File: config.mk
export PLATFORM = sky130hd
export DESIGN_NAME = tcr_timer_control
export DESIGN_NICKNAME = d
export VERILOG_FILES = /design/src/tcr_pkg.sv /design/src/tcr_rate_divider.sv /design/src/tcr_timer_control.sv
export VERILOG_INCLUDE_DIRS = /design/src
export SDC_FILE = /design/constraint.sdc
export NUM_CORES = 1
export LEC_CHECK = 0
export ABC_AREA = 1
export CAP_MARGIN = 40
export CORE_AREA = 4 4 119 177
export CTS_BUF_LIST = sky130_fd_sc_hd__clkbuf_4
export CTS_CLUSTER_SIZE = 10
export DETAILED_ROUTE_END_ITERATION = 8
export DIE_AREA = 0 0 123 181
export DONT_BUFFER_PORTS = 1
export GPL_TIMING_DRIVEN = 0
export PLACE_DENSITY = 0.7
export SLEW_MARGIN = 25
export SYNTH_ARGS = -nofsm -noshare
export SYNTH_HDL_FRONTEND = slang
export SYNTH_SLANG_ARGS = --single-unit
File: constraint.sdc
create_clock -name clk -period 2 [get_ports clk]
set_input_delay 0.1 -clock clk [delete_from_list [all_inputs] [get_ports clk]]
set_output_delay 0.1 -clock clk [all_outputs]
set_load 0.05 [all_outputs]
File: src/tcr_timer_defines.svh
// Purpose: Offsets, field positions, reset values and timing figures of the timer control block
// Assumes: 10 MHz system clock; printed offsets are register indexes, byte address = 4 x index
// Notes:   Definitions only
`ifndef TCR_TIMER_DEFINES_SVH
`define TCR_TIMER_DEFINES_SVH

// Register indexes
`define TCR_IDX_CARRY   6'h17
`define TCR_IDX_RATE    6'h18
`define TCR_IDX_T3CTL   6'h28
`define TCR_IDX_T2CTL   6'h29
`define TCR_IDX_T1CTL   6'h2A
`define TCR_IDX_T0CTL   6'h2B
`define TCR_IDX_T0MODE  6'h2C
`define TCR_IDX_ISTAT   6'h30
`define TCR_IDX_IMASK   6'h31

// Field positions
`define TCR_CY_BIT      0
`define TCR_CTL_RUN     3
`define TCR_CTL_CLR     2
`define TCR_CTL_CK      0
`define TCR_T3_SEL      3
`define TCR_T3_RUN      1
`define TCR_T3_CLR      0
`define TCR_MD_OVF      3
`define TCR_MD_GCE      2
`define TCR_MD_GOE      1
`define TCR_MD_MODE     0
`define TCR_IRQ_CARRY   0
`define TCR_IRQ_OVF     1

// Reset values
`define TCR_RST_NIB     4'h0
`define TCR_RST_BIT     1'b0
`define TCR_CE_CARRY    1'b1

// AXI responses
`define TCR_RESP_OKAY   2'h0
`define TCR_RESP_SLVERR 2'h2

// Timing: clock and tick rates in Hz, periods in cycles derived from them
`define TCR_CLK_HZ      10000000
`define TCR_BT_HZ0      10
`define TCR_BT_HZ1      20
`define TCR_BT_HZ2      50
`define TCR_BT_HZ3      100
`define TCR_CT_HZ0      100000
`define TCR_CT_HZ1      10000
`define TCR_CT_HZ2      2000
`define TCR_CT_HZ3      1000
`define TCR_CYC(hz)     (`TCR_CLK_HZ / (hz))

`endif

File: src/tcr_pkg.sv
// Purpose: Types of the timer control block
// Assumes: Constants live in tcr_timer_defines.svh
// Notes:   One packed state struct for the top module
package tcr_pkg;

   typedef logic [3:0] tcr_nib_t;

   typedef struct packed {
      // Register contents
      logic          carry;
      logic [1:0]    rate;
      tcr_nib_t [3:0] tmCtl;
      logic [2:0]    mode;
      logic          ovf;
      logic [3:0]    clrPulse;
      logic [1:0]    intStat;
      logic [1:0]    intMask;
      logic          irq;
      // AXI4-Lite slave
      logic          awReady;
      logic          awTaken;
      logic [5:0]    awIdx;
      logic          awBad;
      logic          wReady;
      logic          wTaken;
      tcr_nib_t      wData;
      logic          wLane;
      logic          bValid;
      logic [1:0]    bResp;
      logic          arReady;
      logic          rValid;
      tcr_nib_t      rData;
      logic [1:0]    rResp;
   } tcr_state_s;

endpackage

File: src/tcr_rate_divider.sv
// Purpose: Prescaler giving a one-cycle tick at one of four selectable periods
// Assumes: Periods are at least two cycles
// Notes:   Restart holds the count at zero
`timescale 1ns/10ps
`default_nettype none
module tcr_rate_divider #(
   parameter int W  = 20,
   parameter int P0 = 100,
   parameter int P1 = 1000,
   parameter int P2 = 5000,
   parameter int P3 = 10000
) (
   // Clock and reset
   input  wire logic       clk,
   input  wire logic       resetn,
   // Control
   input  wire logic [1:0] rateSel,
   input  wire logic       enable,
   input  wire logic       restart,
   // Tick
   output var  logic       tick
);

   typedef struct packed {
      logic [W-1:0] cnt;
      logic         tick;
   } tcr_div_s;

   tcr_div_s     div_reg;
   tcr_div_s     div_next;
   logic [W-1:0] lastCnt;

   always_comb begin
      unique case (rateSel)
         2'h0: lastCnt = W'(P0 - 1);
         2'h1: lastCnt = W'(P1 - 1);
         2'h2: lastCnt = W'(P2 - 1);
         2'h3: lastCnt = W'(P3 - 1);
      endcase
   end

   always_comb begin
      div_next      = div_reg;
      div_next.tick = 1'b0;
      if (restart) begin
         div_next.cnt = '0;
      end else if (enable) begin
         // Compare with >= so a shorter period chosen mid-count still wraps
         if (div_reg.cnt >= lastCnt) begin
            div_next.cnt  = '0;
            div_next.tick = 1'b1;
         end else begin
            div_next.cnt = div_reg.cnt + W'(1);
         end
      end
   end

   always_ff @(posedge clk or negedge resetn) begin
      if (!resetn) begin
         div_reg <= '0;
      end else begin
         div_reg <= div_next;
      end
   end

   assign tick = div_reg.tick;

endmodule
`default_nettype wire

File: src/tcr_timer_control.sv
// Purpose: Control and status registers of the basic timer and timers 0 to 3, on AXI4-Lite
// Assumes: Reset-class inputs are synchronous levels; overflow event is a one-cycle pulse
// Notes:   4-bit registers sit in the low bits of aligned words; upper bits read as zero
//
// Register access over AXI4-Lite was decided locally.
`timescale 1ns/10ps
`default_nettype none
`include "tcr_timer_defines.svh"

// Overview of operation
// - Carry reads bit0, read clears, reset-class values
// - Two-bit field picks 10/20/50/100 Hz tick
// - Select bit: 0 gives DAC, 1 timer three
// - Timer three run gates; clear one resets
// - Timer two run gates; clear one resets
// - Timer one run gates; clear one resets
// - Timer zero run gates; clear one resets
// - Clock field picks 100k/10k/2k/1k Hz count
// - Overflow bit reads one after counter overflow
// - Mode bit modulo/gate; close edge rise/fall
// - Gate open edge bit selects rise/fall
// - Timer control and mode registers follow watchdog and clock stop resets, tick rate only watchdog; CE reset leaves them unchanged
module tcr_timer_control
   import tcr_pkg::*;
#(
   // Periods in clock cycles; each must be at least two for one-cycle ticks
   parameter int BT_P0 = `TCR_CYC(`TCR_BT_HZ0),
   parameter int BT_P1 = `TCR_CYC(`TCR_BT_HZ1),
   parameter int BT_P2 = `TCR_CYC(`TCR_BT_HZ2),
   parameter int BT_P3 = `TCR_CYC(`TCR_BT_HZ3),
   parameter int CT_P0 = `TCR_CYC(`TCR_CT_HZ0),
   parameter int CT_P1 = `TCR_CYC(`TCR_CT_HZ1),
   parameter int CT_P2 = `TCR_CYC(`TCR_CT_HZ2),
   parameter int CT_P3 = `TCR_CYC(`TCR_CT_HZ3)
) (
   // Clock and power-on reset
   input  wire logic       clk,
   input  wire logic       resetn,
   // Other reset classes
   input  wire logic       watchdogStackReset,
   input  wire logic       ceReset,
   input  wire logic       clockStop,
   // Events from the counter datapath
   input  wire logic       zerothTimerOverflowEvent,
   // AXI4-Lite write address
   input  wire logic       s_axi_awvalid,
   output var  logic       s_axi_awready,
   input  wire logic [7:0] s_axi_awaddr,
   input  wire logic [2:0] s_axi_awprot,
   // AXI4-Lite write data
   input  wire logic       s_axi_wvalid,
   output var  logic       s_axi_wready,
   input  wire logic [31:0] s_axi_wdata,
   input  wire logic [3:0] s_axi_wstrb,
   // AXI4-Lite write response
   output var  logic       s_axi_bvalid,
   input  wire logic       s_axi_bready,
   output var  logic [1:0] s_axi_bresp,
   // AXI4-Lite read address
   input  wire logic       s_axi_arvalid,
   output var  logic       s_axi_arready,
   input  wire logic [7:0] s_axi_araddr,
   input  wire logic [2:0] s_axi_arprot,
   // AXI4-Lite read data
   output var  logic       s_axi_rvalid,
   input  wire logic       s_axi_rready,
   output var  logic [31:0] s_axi_rdata,
   output var  logic [1:0] s_axi_rresp,
   // Basic timer
   output var  logic       basicTick,
   output var  logic [1:0] tickRateSel,
   // Timer zero to two controls, index is the timer number
   output var  logic [2:0] timerRun,
   output var  logic [2:0] timerClear,
   output var  logic [5:0] timerClkSel,
   output var  logic [2:0] countTick,
   // Timer three
   output var  logic       thirdTimerVsDacSel,
   output var  logic       thirdTimerRun,
   output var  logic       thirdTimerClear,
   // Timer zero mode
   output var  logic       zerothTimerCountMode,
   output var  logic       gateCloseEdgeSel,
   output var  logic       gateOpenEdgeSel,
   // Interrupt
   output var  logic       irq
);

   tcr_state_s st_reg;
   tcr_state_s st_next;
   logic       basicTickW;
   logic [2:0] countTickW;
   logic       rdTake;
   logic [5:0] rdIdx;
   logic       rdBad;
   logic       rdHit;
   tcr_nib_t   rdVal;

   // Basic timer tick source; its tick sets the carry flag
   // The basic tick never stops, so the carry flag keeps marking time
   tcr_rate_divider #(
      .W (20),
      .P0(BT_P0),
      .P1(BT_P1),
      .P2(BT_P2),
      .P3(BT_P3)
   ) u_basic_div (
      .clk    (clk),
      .resetn (resetn),
      .rateSel(st_reg.rate),
      .enable (1'b1),
      .restart(1'b0),
      .tick   (basicTickW)
   );

   // Count clocks of timers zero to two
   genvar gi;
   generate
      for (gi = 0; gi < 3; gi++) begin : g_count_div
         tcr_rate_divider #(
            .W (20),
            .P0(CT_P0),
            .P1(CT_P1),
            .P2(CT_P2),
            .P3(CT_P3)
         ) u_count_div (
            .clk    (clk),
            .resetn (resetn),
            .rateSel(st_reg.tmCtl[gi][`TCR_CTL_CK +: 2]),
            .enable (st_reg.tmCtl[gi][`TCR_CTL_RUN]),
            // A clear restarts the prescaler so the next count period is full
            .restart(st_reg.clrPulse[gi]),
            .tick   (countTickW[gi])
         );
      end
   endgenerate

   // Read data are captured at the address handshake, so software sees
   // the flag value from before any read-clear in that same cycle
   // Read decode
   assign rdTake = s_axi_arvalid && st_reg.arReady;
   assign rdIdx  = s_axi_araddr[7:2];
   assign rdBad  = (s_axi_araddr[1:0] != 2'h0);

   always_comb begin
      rdHit = 1'b1;
      rdVal = `TCR_RST_NIB;
      unique case (rdIdx)
         `TCR_IDX_CARRY:  rdVal[`TCR_CY_BIT] = st_reg.carry;
         `TCR_IDX_RATE:   rdVal[1:0] = st_reg.rate;
         `TCR_IDX_T3CTL:  rdVal = st_reg.tmCtl[3];
         `TCR_IDX_T2CTL:  rdVal = st_reg.tmCtl[2];
         `TCR_IDX_T1CTL:  rdVal = st_reg.tmCtl[1];
         `TCR_IDX_T0CTL:  rdVal = st_reg.tmCtl[0];
         `TCR_IDX_T0MODE: rdVal = {st_reg.ovf, st_reg.mode};
         `TCR_IDX_ISTAT:  rdVal[1:0] = st_reg.intStat;
         `TCR_IDX_IMASK:  rdVal[1:0] = st_reg.intMask;
         default:         rdHit = 1'b0;
      endcase
      // Misaligned addresses override any hit
      if (rdBad) begin
         rdHit = 1'b0;
         rdVal = `TCR_RST_NIB;
      end
   end

   always_comb begin
      st_next          = st_reg;
      st_next.clrPulse = 4'h0;

      // Write address and data are taken independently
      if (s_axi_awvalid && st_reg.awReady) begin
         st_next.awTaken = 1'b1;
         st_next.awIdx   = s_axi_awaddr[7:2];
         st_next.awBad   = (s_axi_awaddr[1:0] != 2'h0);
      end
      if (s_axi_wvalid && st_reg.wReady) begin
         st_next.wTaken = 1'b1;
         st_next.wData  = s_axi_wdata[3:0];
         st_next.wLane  = s_axi_wstrb[0];
      end

      // Perform the write once both halves are held
      // A cleared strobe lane still completes with an okay response
      if (st_reg.awTaken && st_reg.wTaken && !st_reg.bValid) begin
         st_next.awTaken = 1'b0;
         st_next.wTaken  = 1'b0;
         st_next.bValid  = 1'b1;
         st_next.bResp   = `TCR_RESP_OKAY;
         if (st_reg.awBad) begin
            st_next.bResp = `TCR_RESP_SLVERR;
         end else begin
            unique case (st_reg.awIdx)
               `TCR_IDX_CARRY: begin
               end
               `TCR_IDX_RATE: begin
                  if (st_reg.wLane) begin
                     st_next.rate = st_reg.wData[1:0];
                  end
               end
               `TCR_IDX_T3CTL: begin
                  if (st_reg.wLane) begin
                     // Bit two stays zero; the clear bit never stores
                     st_next.tmCtl[3] = 4'h0;
                     st_next.tmCtl[3][`TCR_T3_SEL] = st_reg.wData[`TCR_T3_SEL];
                     st_next.tmCtl[3][`TCR_T3_RUN] = st_reg.wData[`TCR_T3_RUN];
                     st_next.clrPulse[3] = st_reg.wData[`TCR_T3_CLR];
                  end
               end
               `TCR_IDX_T2CTL, `TCR_IDX_T1CTL, `TCR_IDX_T0CTL: begin
                  if (st_reg.wLane) begin
                     for (int i = 0; i < 3; i++) begin
                        if (st_reg.awIdx == (`TCR_IDX_T0CTL - 6'(i))) begin
                           st_next.tmCtl[i] = st_reg.wData;
                           st_next.tmCtl[i][`TCR_CTL_CLR] = 1'b0;
                           st_next.clrPulse[i] = st_reg.wData[`TCR_CTL_CLR];
                        end
                     end
                  end
               end
               `TCR_IDX_T0MODE: begin
                  if (st_reg.wLane) begin
                     st_next.mode = st_reg.wData[2:0];
                     // Writing zero to the overflow bit acknowledges it
                     if (!st_reg.wData[`TCR_MD_OVF]) begin
                        st_next.ovf = 1'b0;
                     end
                  end
               end
               `TCR_IDX_ISTAT: begin
               end
               `TCR_IDX_IMASK: begin
                  if (st_reg.wLane) begin
                     st_next.intMask = st_reg.wData[1:0];
                  end
               end
               // Unmapped words answer with an error and change nothing
               default: st_next.bResp = `TCR_RESP_SLVERR;
            endcase
         end
      end
      if (st_reg.bValid && s_axi_bready) begin
         st_next.bValid = 1'b0;
      end
      // Ready stays low while a response waits, so one write is open at most
      st_next.awReady = !st_next.awTaken && !st_next.bValid;
      st_next.wReady  = !st_next.wTaken && !st_next.bValid;

      // Read channel, with read side effects
      if (rdTake) begin
         st_next.arReady = 1'b0;
         st_next.rValid  = 1'b1;
         st_next.rData   = rdVal;
         st_next.rResp   = rdHit ? `TCR_RESP_OKAY : `TCR_RESP_SLVERR;
         if (rdHit && rdIdx == `TCR_IDX_CARRY) begin
            st_next.carry = 1'b0;
         end
         if (rdHit && rdIdx == `TCR_IDX_ISTAT) begin
            st_next.intStat = 2'h0;
         end
      end
      if (st_reg.rValid && s_axi_rready) begin
         st_next.rValid  = 1'b0;
         st_next.arReady = 1'b1;
      end

      // Clearing timer zero also drops its overflow status
      if (st_next.clrPulse[0]) begin
         st_next.ovf = 1'b0;
      end

      // Hardware sets win over software clears
      // so an event in the cycle of a read is never lost
      if (basicTickW) begin
         st_next.carry = 1'b1;
         st_next.intStat[`TCR_IRQ_CARRY] = 1'b1;
      end
      if (zerothTimerOverflowEvent) begin
         st_next.ovf = 1'b1;
         st_next.intStat[`TCR_IRQ_OVF] = 1'b1;
      end

      // Reset classes other than power-on
      // Watchdog keeps carry and the interrupt registers; CE only sets carry;
      // clock stop keeps the tick rate and carry
      if (watchdogStackReset) begin
         st_next.rate     = 2'h0;
         st_next.tmCtl    = '0;
         st_next.mode     = 3'h0;
         st_next.ovf      = `TCR_RST_BIT;
         st_next.clrPulse = 4'h0;
      end
      if (ceReset) begin
         st_next.carry = `TCR_CE_CARRY;
      end
      if (clockStop) begin
         st_next.tmCtl    = '0;
         st_next.mode     = 3'h0;
         st_next.ovf      = `TCR_RST_BIT;
         st_next.clrPulse = 4'h0;
      end

      // Taken from the next state so irq moves with the status bits
      st_next.irq = |(st_next.intStat & st_next.intMask);
   end

   always_ff @(posedge clk or negedge resetn) begin
      if (!resetn) begin
         st_reg         <= '0;
         // Ready outputs come up high so a request may be taken at once
         st_reg.awReady <= 1'b1;
         st_reg.wReady  <= 1'b1;
         st_reg.arReady <= 1'b1;
      end else begin
         st_reg <= st_next;
      end
   end

   // Outputs straight from state
   assign s_axi_awready = st_reg.awReady;
   assign s_axi_wready  = st_reg.wReady;
   assign s_axi_bvalid  = st_reg.bValid;
   assign s_axi_bresp   = st_reg.bResp;
   assign s_axi_arready = st_reg.arReady;
   assign s_axi_rvalid  = st_reg.rValid;
   assign s_axi_rdata   = {28'h0000000, st_reg.rData};
   assign s_axi_rresp   = st_reg.rResp;

   assign basicTick   = basicTickW;
   assign tickRateSel = st_reg.rate;
   assign countTick   = countTickW;
   // Clear pulses come from the state register and last exactly one cycle
   generate
      for (gi = 0; gi < 3; gi++) begin : g_timer_out
         assign timerRun[gi]            = st_reg.tmCtl[gi][`TCR_CTL_RUN];
         assign timerClear[gi]          = st_reg.clrPulse[gi];
         assign timerClkSel[2*gi +: 2]  = st_reg.tmCtl[gi][`TCR_CTL_CK +: 2];
      end
   endgenerate
   assign thirdTimerVsDacSel   = st_reg.tmCtl[3][`TCR_T3_SEL];
   assign thirdTimerRun        = st_reg.tmCtl[3][`TCR_T3_RUN];
   assign thirdTimerClear      = st_reg.clrPulse[3];
   assign zerothTimerCountMode = st_reg.mode[`TCR_MD_MODE];
   assign gateCloseEdgeSel     = st_reg.mode[`TCR_MD_GCE];
   assign gateOpenEdgeSel      = st_reg.mode[`TCR_MD_GOE];
   assign irq                  = st_reg.irq;

endmodule
`default_nettype wire

== Word level (Yosys, flattened, before mapping) ==
Index checks and enable logic that the tools add are counted.
Cells by class
  add/sub/neg operators: 4
  reductions and logical operators: 53
  multiplexer cells: 75
  equal/unequal tests: 34
  bitwise operators: 1
  magnitude comparators: 4
Operators by type and width (number)
  one-hot mux 20 bit (4 select lines): 4
  2-to-1 mux 20 bit: 7
  equality test 6 bit, second input constant: 14
  adder 20 x 1 -> 20 bit, second input constant: 4
  >= comparator 20 bit: 4
  2-to-1 mux 26 bit: 3
  2-to-1 mux 21 bit: 3
  2-to-1 mux 4 bit: 8
  nonzero test 3 bit: 10
  2-to-1 mux 1 bit: 26
  equality test 6 x 5 -> 1 bit, second input constant: 4
  2-to-1 mux 12 bit: 2
  2-to-1 mux 2 bit: 12
  2-to-1 mux 24 bit: 1
  AND reduction 5 bit: 4
  nonzero test 2 bit: 9
  OR reduction 9 bit: 2
  equality test 2 bit, second input constant: 8
  2-to-1 mux 8 bit: 2
  nonzero test 5 bit: 3
  AND reduction 4 bit: 3
  logical AND 1 bit: 11
  != test 5 x 4 -> 1 bit, second input constant: 2
  one-hot mux 2 bit (5 select lines): 1
  13 further kinds: 24
Word-level totals
  output and inout bits: 66
  bits in registers: 143
  input bits: 69

== Logic depth before layout (Yosys ltp) ==
  depth after elaboration: 10
  depth in mapped cells: 15
  mapped depth without buffers: 14

== Hierarchy ==
Synthesis repeated with hierarchy kept, for this count alone.
Second synthesis, totals
  cell total of the unflattened synthesis: 1371
  area total of the unflattened synthesis: 9613.0 um^2
By module, submodules not included
  tcr_rate_divider (g_count_div[0].u_count_div ...): area each 1629.1 um^2, cells each 247, times used 3
  tcr_timer_control: area each 3007.9 um^2, cells each 388, times used 1
  tcr_rate_divider (u_basic_div): area each 1717.9 um^2, cells each 242, times used 1

== Least setup slack after synthesis ==
Ideal clock, no wire load.
  path type: reg-to-reg
  start: register st_reg (netlist bit tickRateSel[1])
  end: register u_basic_div.div_reg[14] in the netlist's numbering
  stages on the path, launching flop included: 12
  slack: 0.001 ns
  library setup time: 0.121 ns
  data arrival time: 1.878 ns
  required time: 1.879 ns
  buffers on the path: 1
  cell sequence: dfrtp_1 inv_1 ha_1 inv_1 o21ai_0 ha_1 nand2_1 nor3_1 nand4_1 nand3_1 buf_2 nor2_1
RTL lines
  start: declaration: RTL line tcr_timer_control.sv:89  | tcr_state_s st_reg;
  start signal: assignment: RTL line tcr_timer_control.sv:315  | st_reg <= st_next;
  end signal: assignment: RTL line tcr_rate_divider.sv:62  | div_reg <= div_next;
  end: declaration: RTL line tcr_rate_divider.sv:29  | tcr_div_s div_reg;

==> flow_summary_export.csv <==
group,metric,value,unit
sta,finalMaxSlewViolations,0,
sta,finClkSkew,27.82,ps
worst_setup_path,crit_start,"tickRateSel[1]",
sta,fmax,481.5,MHz
worst_setup_path,crit_chain,"buf_6, buf_4, ha_2, inv_1, ha_4, nand2_2, nor2_2, nand2_1, o211ai_1, nand2_1, nand3_4, buf_6, nor2_1",
clocking,cts_tree,"yes",
global_route,use_met3,4.071,%
clocking,htree_levels,4,
synthesis,synth_edf_count,0,
synthesis,synth.distinct_cells,43,
sta,rsz0062_at_grt,"true",
worst_setup_path,crit_end,"u_basic_div.div_reg[15]",
cells_and_area,drive_above_1_share,20.75,%
cells_and_area,nets,1370,
drt,postRouteAntennaNets,0,
worst_setup_path,reg2reg_depth,13,
worst_setup_path,slowest_delay,430,ps
global_route,first_global_vias,7249,
pwr,p_leak,0.005033,uW
sta,worst_pin_slew,601.9,ps
pwr,swShare,37.97,%
global_route,grt_util_met2,32.64,%
pwr,clkPwrFrac,27.1,%
sta,hold_violations,136,
min_path,min_path_type,"in2async",
synthesis,synth_xor_area_share,2.429,%
pwr,p_sw,2577,uW
sta,fin_setup_tns,-1449,ps
worst_setup_path,critPathKind,"reg2reg",
synthesis,muxShareOfSynthArea,0,%
synthesis,netlist_instances,1120,
floorplanning,dieHeight,181,um
synthesis,post_synth.cell_area_avg,7.727,um^2
clocking,cts_sinks,136,
floorplanning,die_w,123,um
drt,dr.pass1.iters,7,
clocking,root_buffer,"clkbuf_4",
global_route,antenna_found_initial,1,
drt,vias,7530,
sta,slew_headroom,59.87,%
synthesis,synthAdderAreaFrac,8.819,%
drt,wl,21.24,mm
worst_setup_path,critPathBufInv,4,
drt,dr.first_iter.drc_count,465,
placement,placedCellCount,1409,
global_route,grt_max_degree,137,
sta,holdWs,-782.9,ps
cells_and_area,fin_cells,1514,
worst_setup_path,startpoint_type,"flip-flop",
sta,fin_crit,2077,ps
worst_setup_path,cp_max_fo,5,
sta,fin_ws,-76.94,ps
worst_setup_path,end_kind,"flip-flop",
worst_setup_path,cp_top_family,"simple AND/OR/NAND/NOR gates",
floorplanning,initial_core_util,44.09,%
pwr,p_seq_share,52.0,%
placement,dpl.hpwl,14.93,mm
worst_setup_path,cp.arrival,2540,ps
floorplanning,die_area,22260,um^2
worst_setup_path,critPathRequiredTime,2460,ps
floorplanning,fp.coreArea,19630,um^2
worst_setup_path,cp.depth,13,
clocking,cts_buffers,17,
cells_and_area,largest_reg_flops,60,
placement,post-place-ws,-439.5,ps
drt,route.detailed.drc,0,
clocking,holdBufCountCts,41,
run_status,outcome,"complete, but fails checks",
synthesis,syn_area,8655,um^2
global_route,overflow,0,
synthesis,ys_seq_area_share,39.37,%
placement,gp_congestion,0.9188,
global_route,groute.usage.overall,19.12,%
synthesis,synthSimpleGateAreaFrac,27.77,%
synthesis,synth_compound_area_share,9.310,%
worst_setup_path,critPathSlowestCell,"dfrtp_2",
flow_run,maxCapViolCount,0,
pwr,internal-power,4210,uW
synthesis,synth_ff_type,"dfrtp_1",
pwr,powerDensity,640.9,nW/um^2
pwr,max-vdd-ir-drop,0.6762,mV
worst_setup_path,reg2reg_from,"tickRateSel[1]",
global_route,grt_busiest_layer,"met2",
global_route,grt_pass1_wl,34.29,mm
cells_and_area,area_growth,22.37,%
floorplanning,ios,135,
clocking,cts_buffer_depth,2,
drt,viasPerCell,4.974,
synthesis,ys_seq_elements,136,
clocking,clk_pin_slew,140,ps
worst_setup_path,r2r_setup_slack,-80,ps
synthesis,synth_top_family_by_area,"simple AND/OR/NAND/NOR gates",
global_route,met1_usage,23.54,%
sta,finalCritPeriodShare,103.8,%
synthesis,synth_warnings,0,
placement,port_buffers,0,
run_status,violations,"negative hold slack, negative setup slack",
pwr,p_total,6787,uW
clocking,clk_latency,560,ps
cells_and_area,fin_util,53.96,%
sta,setup_violations,29,
drt,wl_per_cell,14.03,um
pwr,comb_power_share,21.0,%
worst_setup_path,r2r_end,"u_basic_div.div_reg[15]",
floorplanning,row_count,63,
synthesis,async_reset_ff_share,100.0,%
[worst reg2reg max path: stages (launching register included)]
cell and delay (ps):
dfrtp_2 430, buf_6 150, buf_4 120, ha_2 160
inv_1 60, ha_4 270, nand2_2 60, nor2_2 100
nand2_1 70, o211ai_1 100, nand2_1 120, nand3_4 150
buf_6 170, nor2_1 50
[layout by cell type, fill, tap and decap left out, drive strengths merged]
master,instances
inv,167
o21bai,15
clkbuf,22
nor2,146
nor3,22
conb,30
nor4,3
a31oi,1
xnor2,7
xor2,17
buf,91
bufinv,1
o21ai,85
diode,1
o31ai,3
dfrtp,133
nand3b,5
nand3,69
o211ai,2
nand2,252
dlygate4sd3,41
o22ai,6
clkinv,3
nand4,32
dfstp,3
ha,61
o21a,3
or2,5
clkinvlp,2
a21oi,26
[synth_stat cells, types with 4 or more instances]
library cell	instances	share of area (%)
nand2_1	249	11
inv_1	151	6.5
nor2_1	134	5.8
dfrtp_1	133	38
o21ai_0	72	4.2
nand3_1	64	3.7
ha_1	61	8.8
buf_4	54	4.7
nand4_1	30	2.2
a21oi_1	26	1.5
nor3_1	17	0.98
xor2_1	17	1.7
o21bai_1	15	1.3
o21ai_2	9	0.91
nor2_4	8	1.0
xnor2_1	7	0.71
o22ai_1	6	0.43
inv_2	5	0.22
buf_2	4	0.23
clkbuf_1	4	0.17
nand3_2	4	0.46
nand3b_1	4	0.35
nor2_2	4	0.29
nor3_2	4	0.46
o21ai_1	4	0.23
or2_2	4	0.29
[worst min path at each step]
| stage | startpoint | to | cells past startpoint |
|---|---|---|---|
| 2_1_floorplan | resetn | g_count_div[0].u_count_div.div_reg[10] | 0 |
| 3_3_place_gp | resetn | g_count_div[0].u_count_div.tick | 0 |
| 3_5_place_dp | resetn | g_count_div[0].u_count_div.tick | 0 |
| 4_1_cts | resetn | st_reg[23] | 0 |
| 5_1_grt | resetn | st_reg[23] | 0 |
| 6_report | resetn | g_count_div[2].u_count_div.div_reg[14] | 0 |
[cell families after synthesis]
| logic type | after synthesis |
|---|---|
| buf+inv | 223 |
| flops | 136 |
| other cells | 1 |
| fa+ha+maj | 61 |
| xor+xnor | 24 |
| simple gates | 534 |
| compound gates | 141 |
[routing by layer]
| layer | vias up | routed length, um |
|---|---|---|
| met5 | - | 0 |
| met2 | 195 | 10810 |
| met3 | 46 | 1206 |
| li1 | 3773 | - |
| met1 | 3516 | 8570 |
| met4 | 0 | 652 |
[timing repair]
item / CTS / global route
setup endpoints to repair: 67 / 73
resized for setup: 51 / 96
pin swaps: 16 / 29
cloned: 3 / 2
endpoints found under the hold margin: 185 / 136
setup buffers: 16 / 10
[metrics by stage]
| step | hold WS, ps | instance area (um^2) |
|---|---|---|
| 4_1_cts | -844.2 | 10100 |
| 3_3_place_gp | -190.2 | 9089 |
| 3_5_place_dp | -190.5 | 9089 |
| 2_1_floorplan | -195.6 | 8763 |
| 5_1_grt | -852.2 | 10590 |
| 6_report | -782.9 | 10590 |
[power by group through the flow]
stage                     Clock, uW  Sequential [uW]  Combinational (uW)
after global placement            0             3570                1220
after global routing           2010             3570                1600
after CTS                      1920             3530                1360
final                          1840             3530                1420
after floorplan                   0             3510                1040
after detailed placement          0             3580                1240
[layout make-up]
class                      count  area [um^2]
fill                        1803         9037
multi-input combinational    790         4763
sequential                   136         3413
timing repair buffer          72        694.4
inverter                     158        603.1
buffer                        65        506.7
tap                          260        325.3
clock inverter                15        153.9
clock buffer                  17        127.6
antenna                        1        2.502
(Power assumes the default switching activity.)
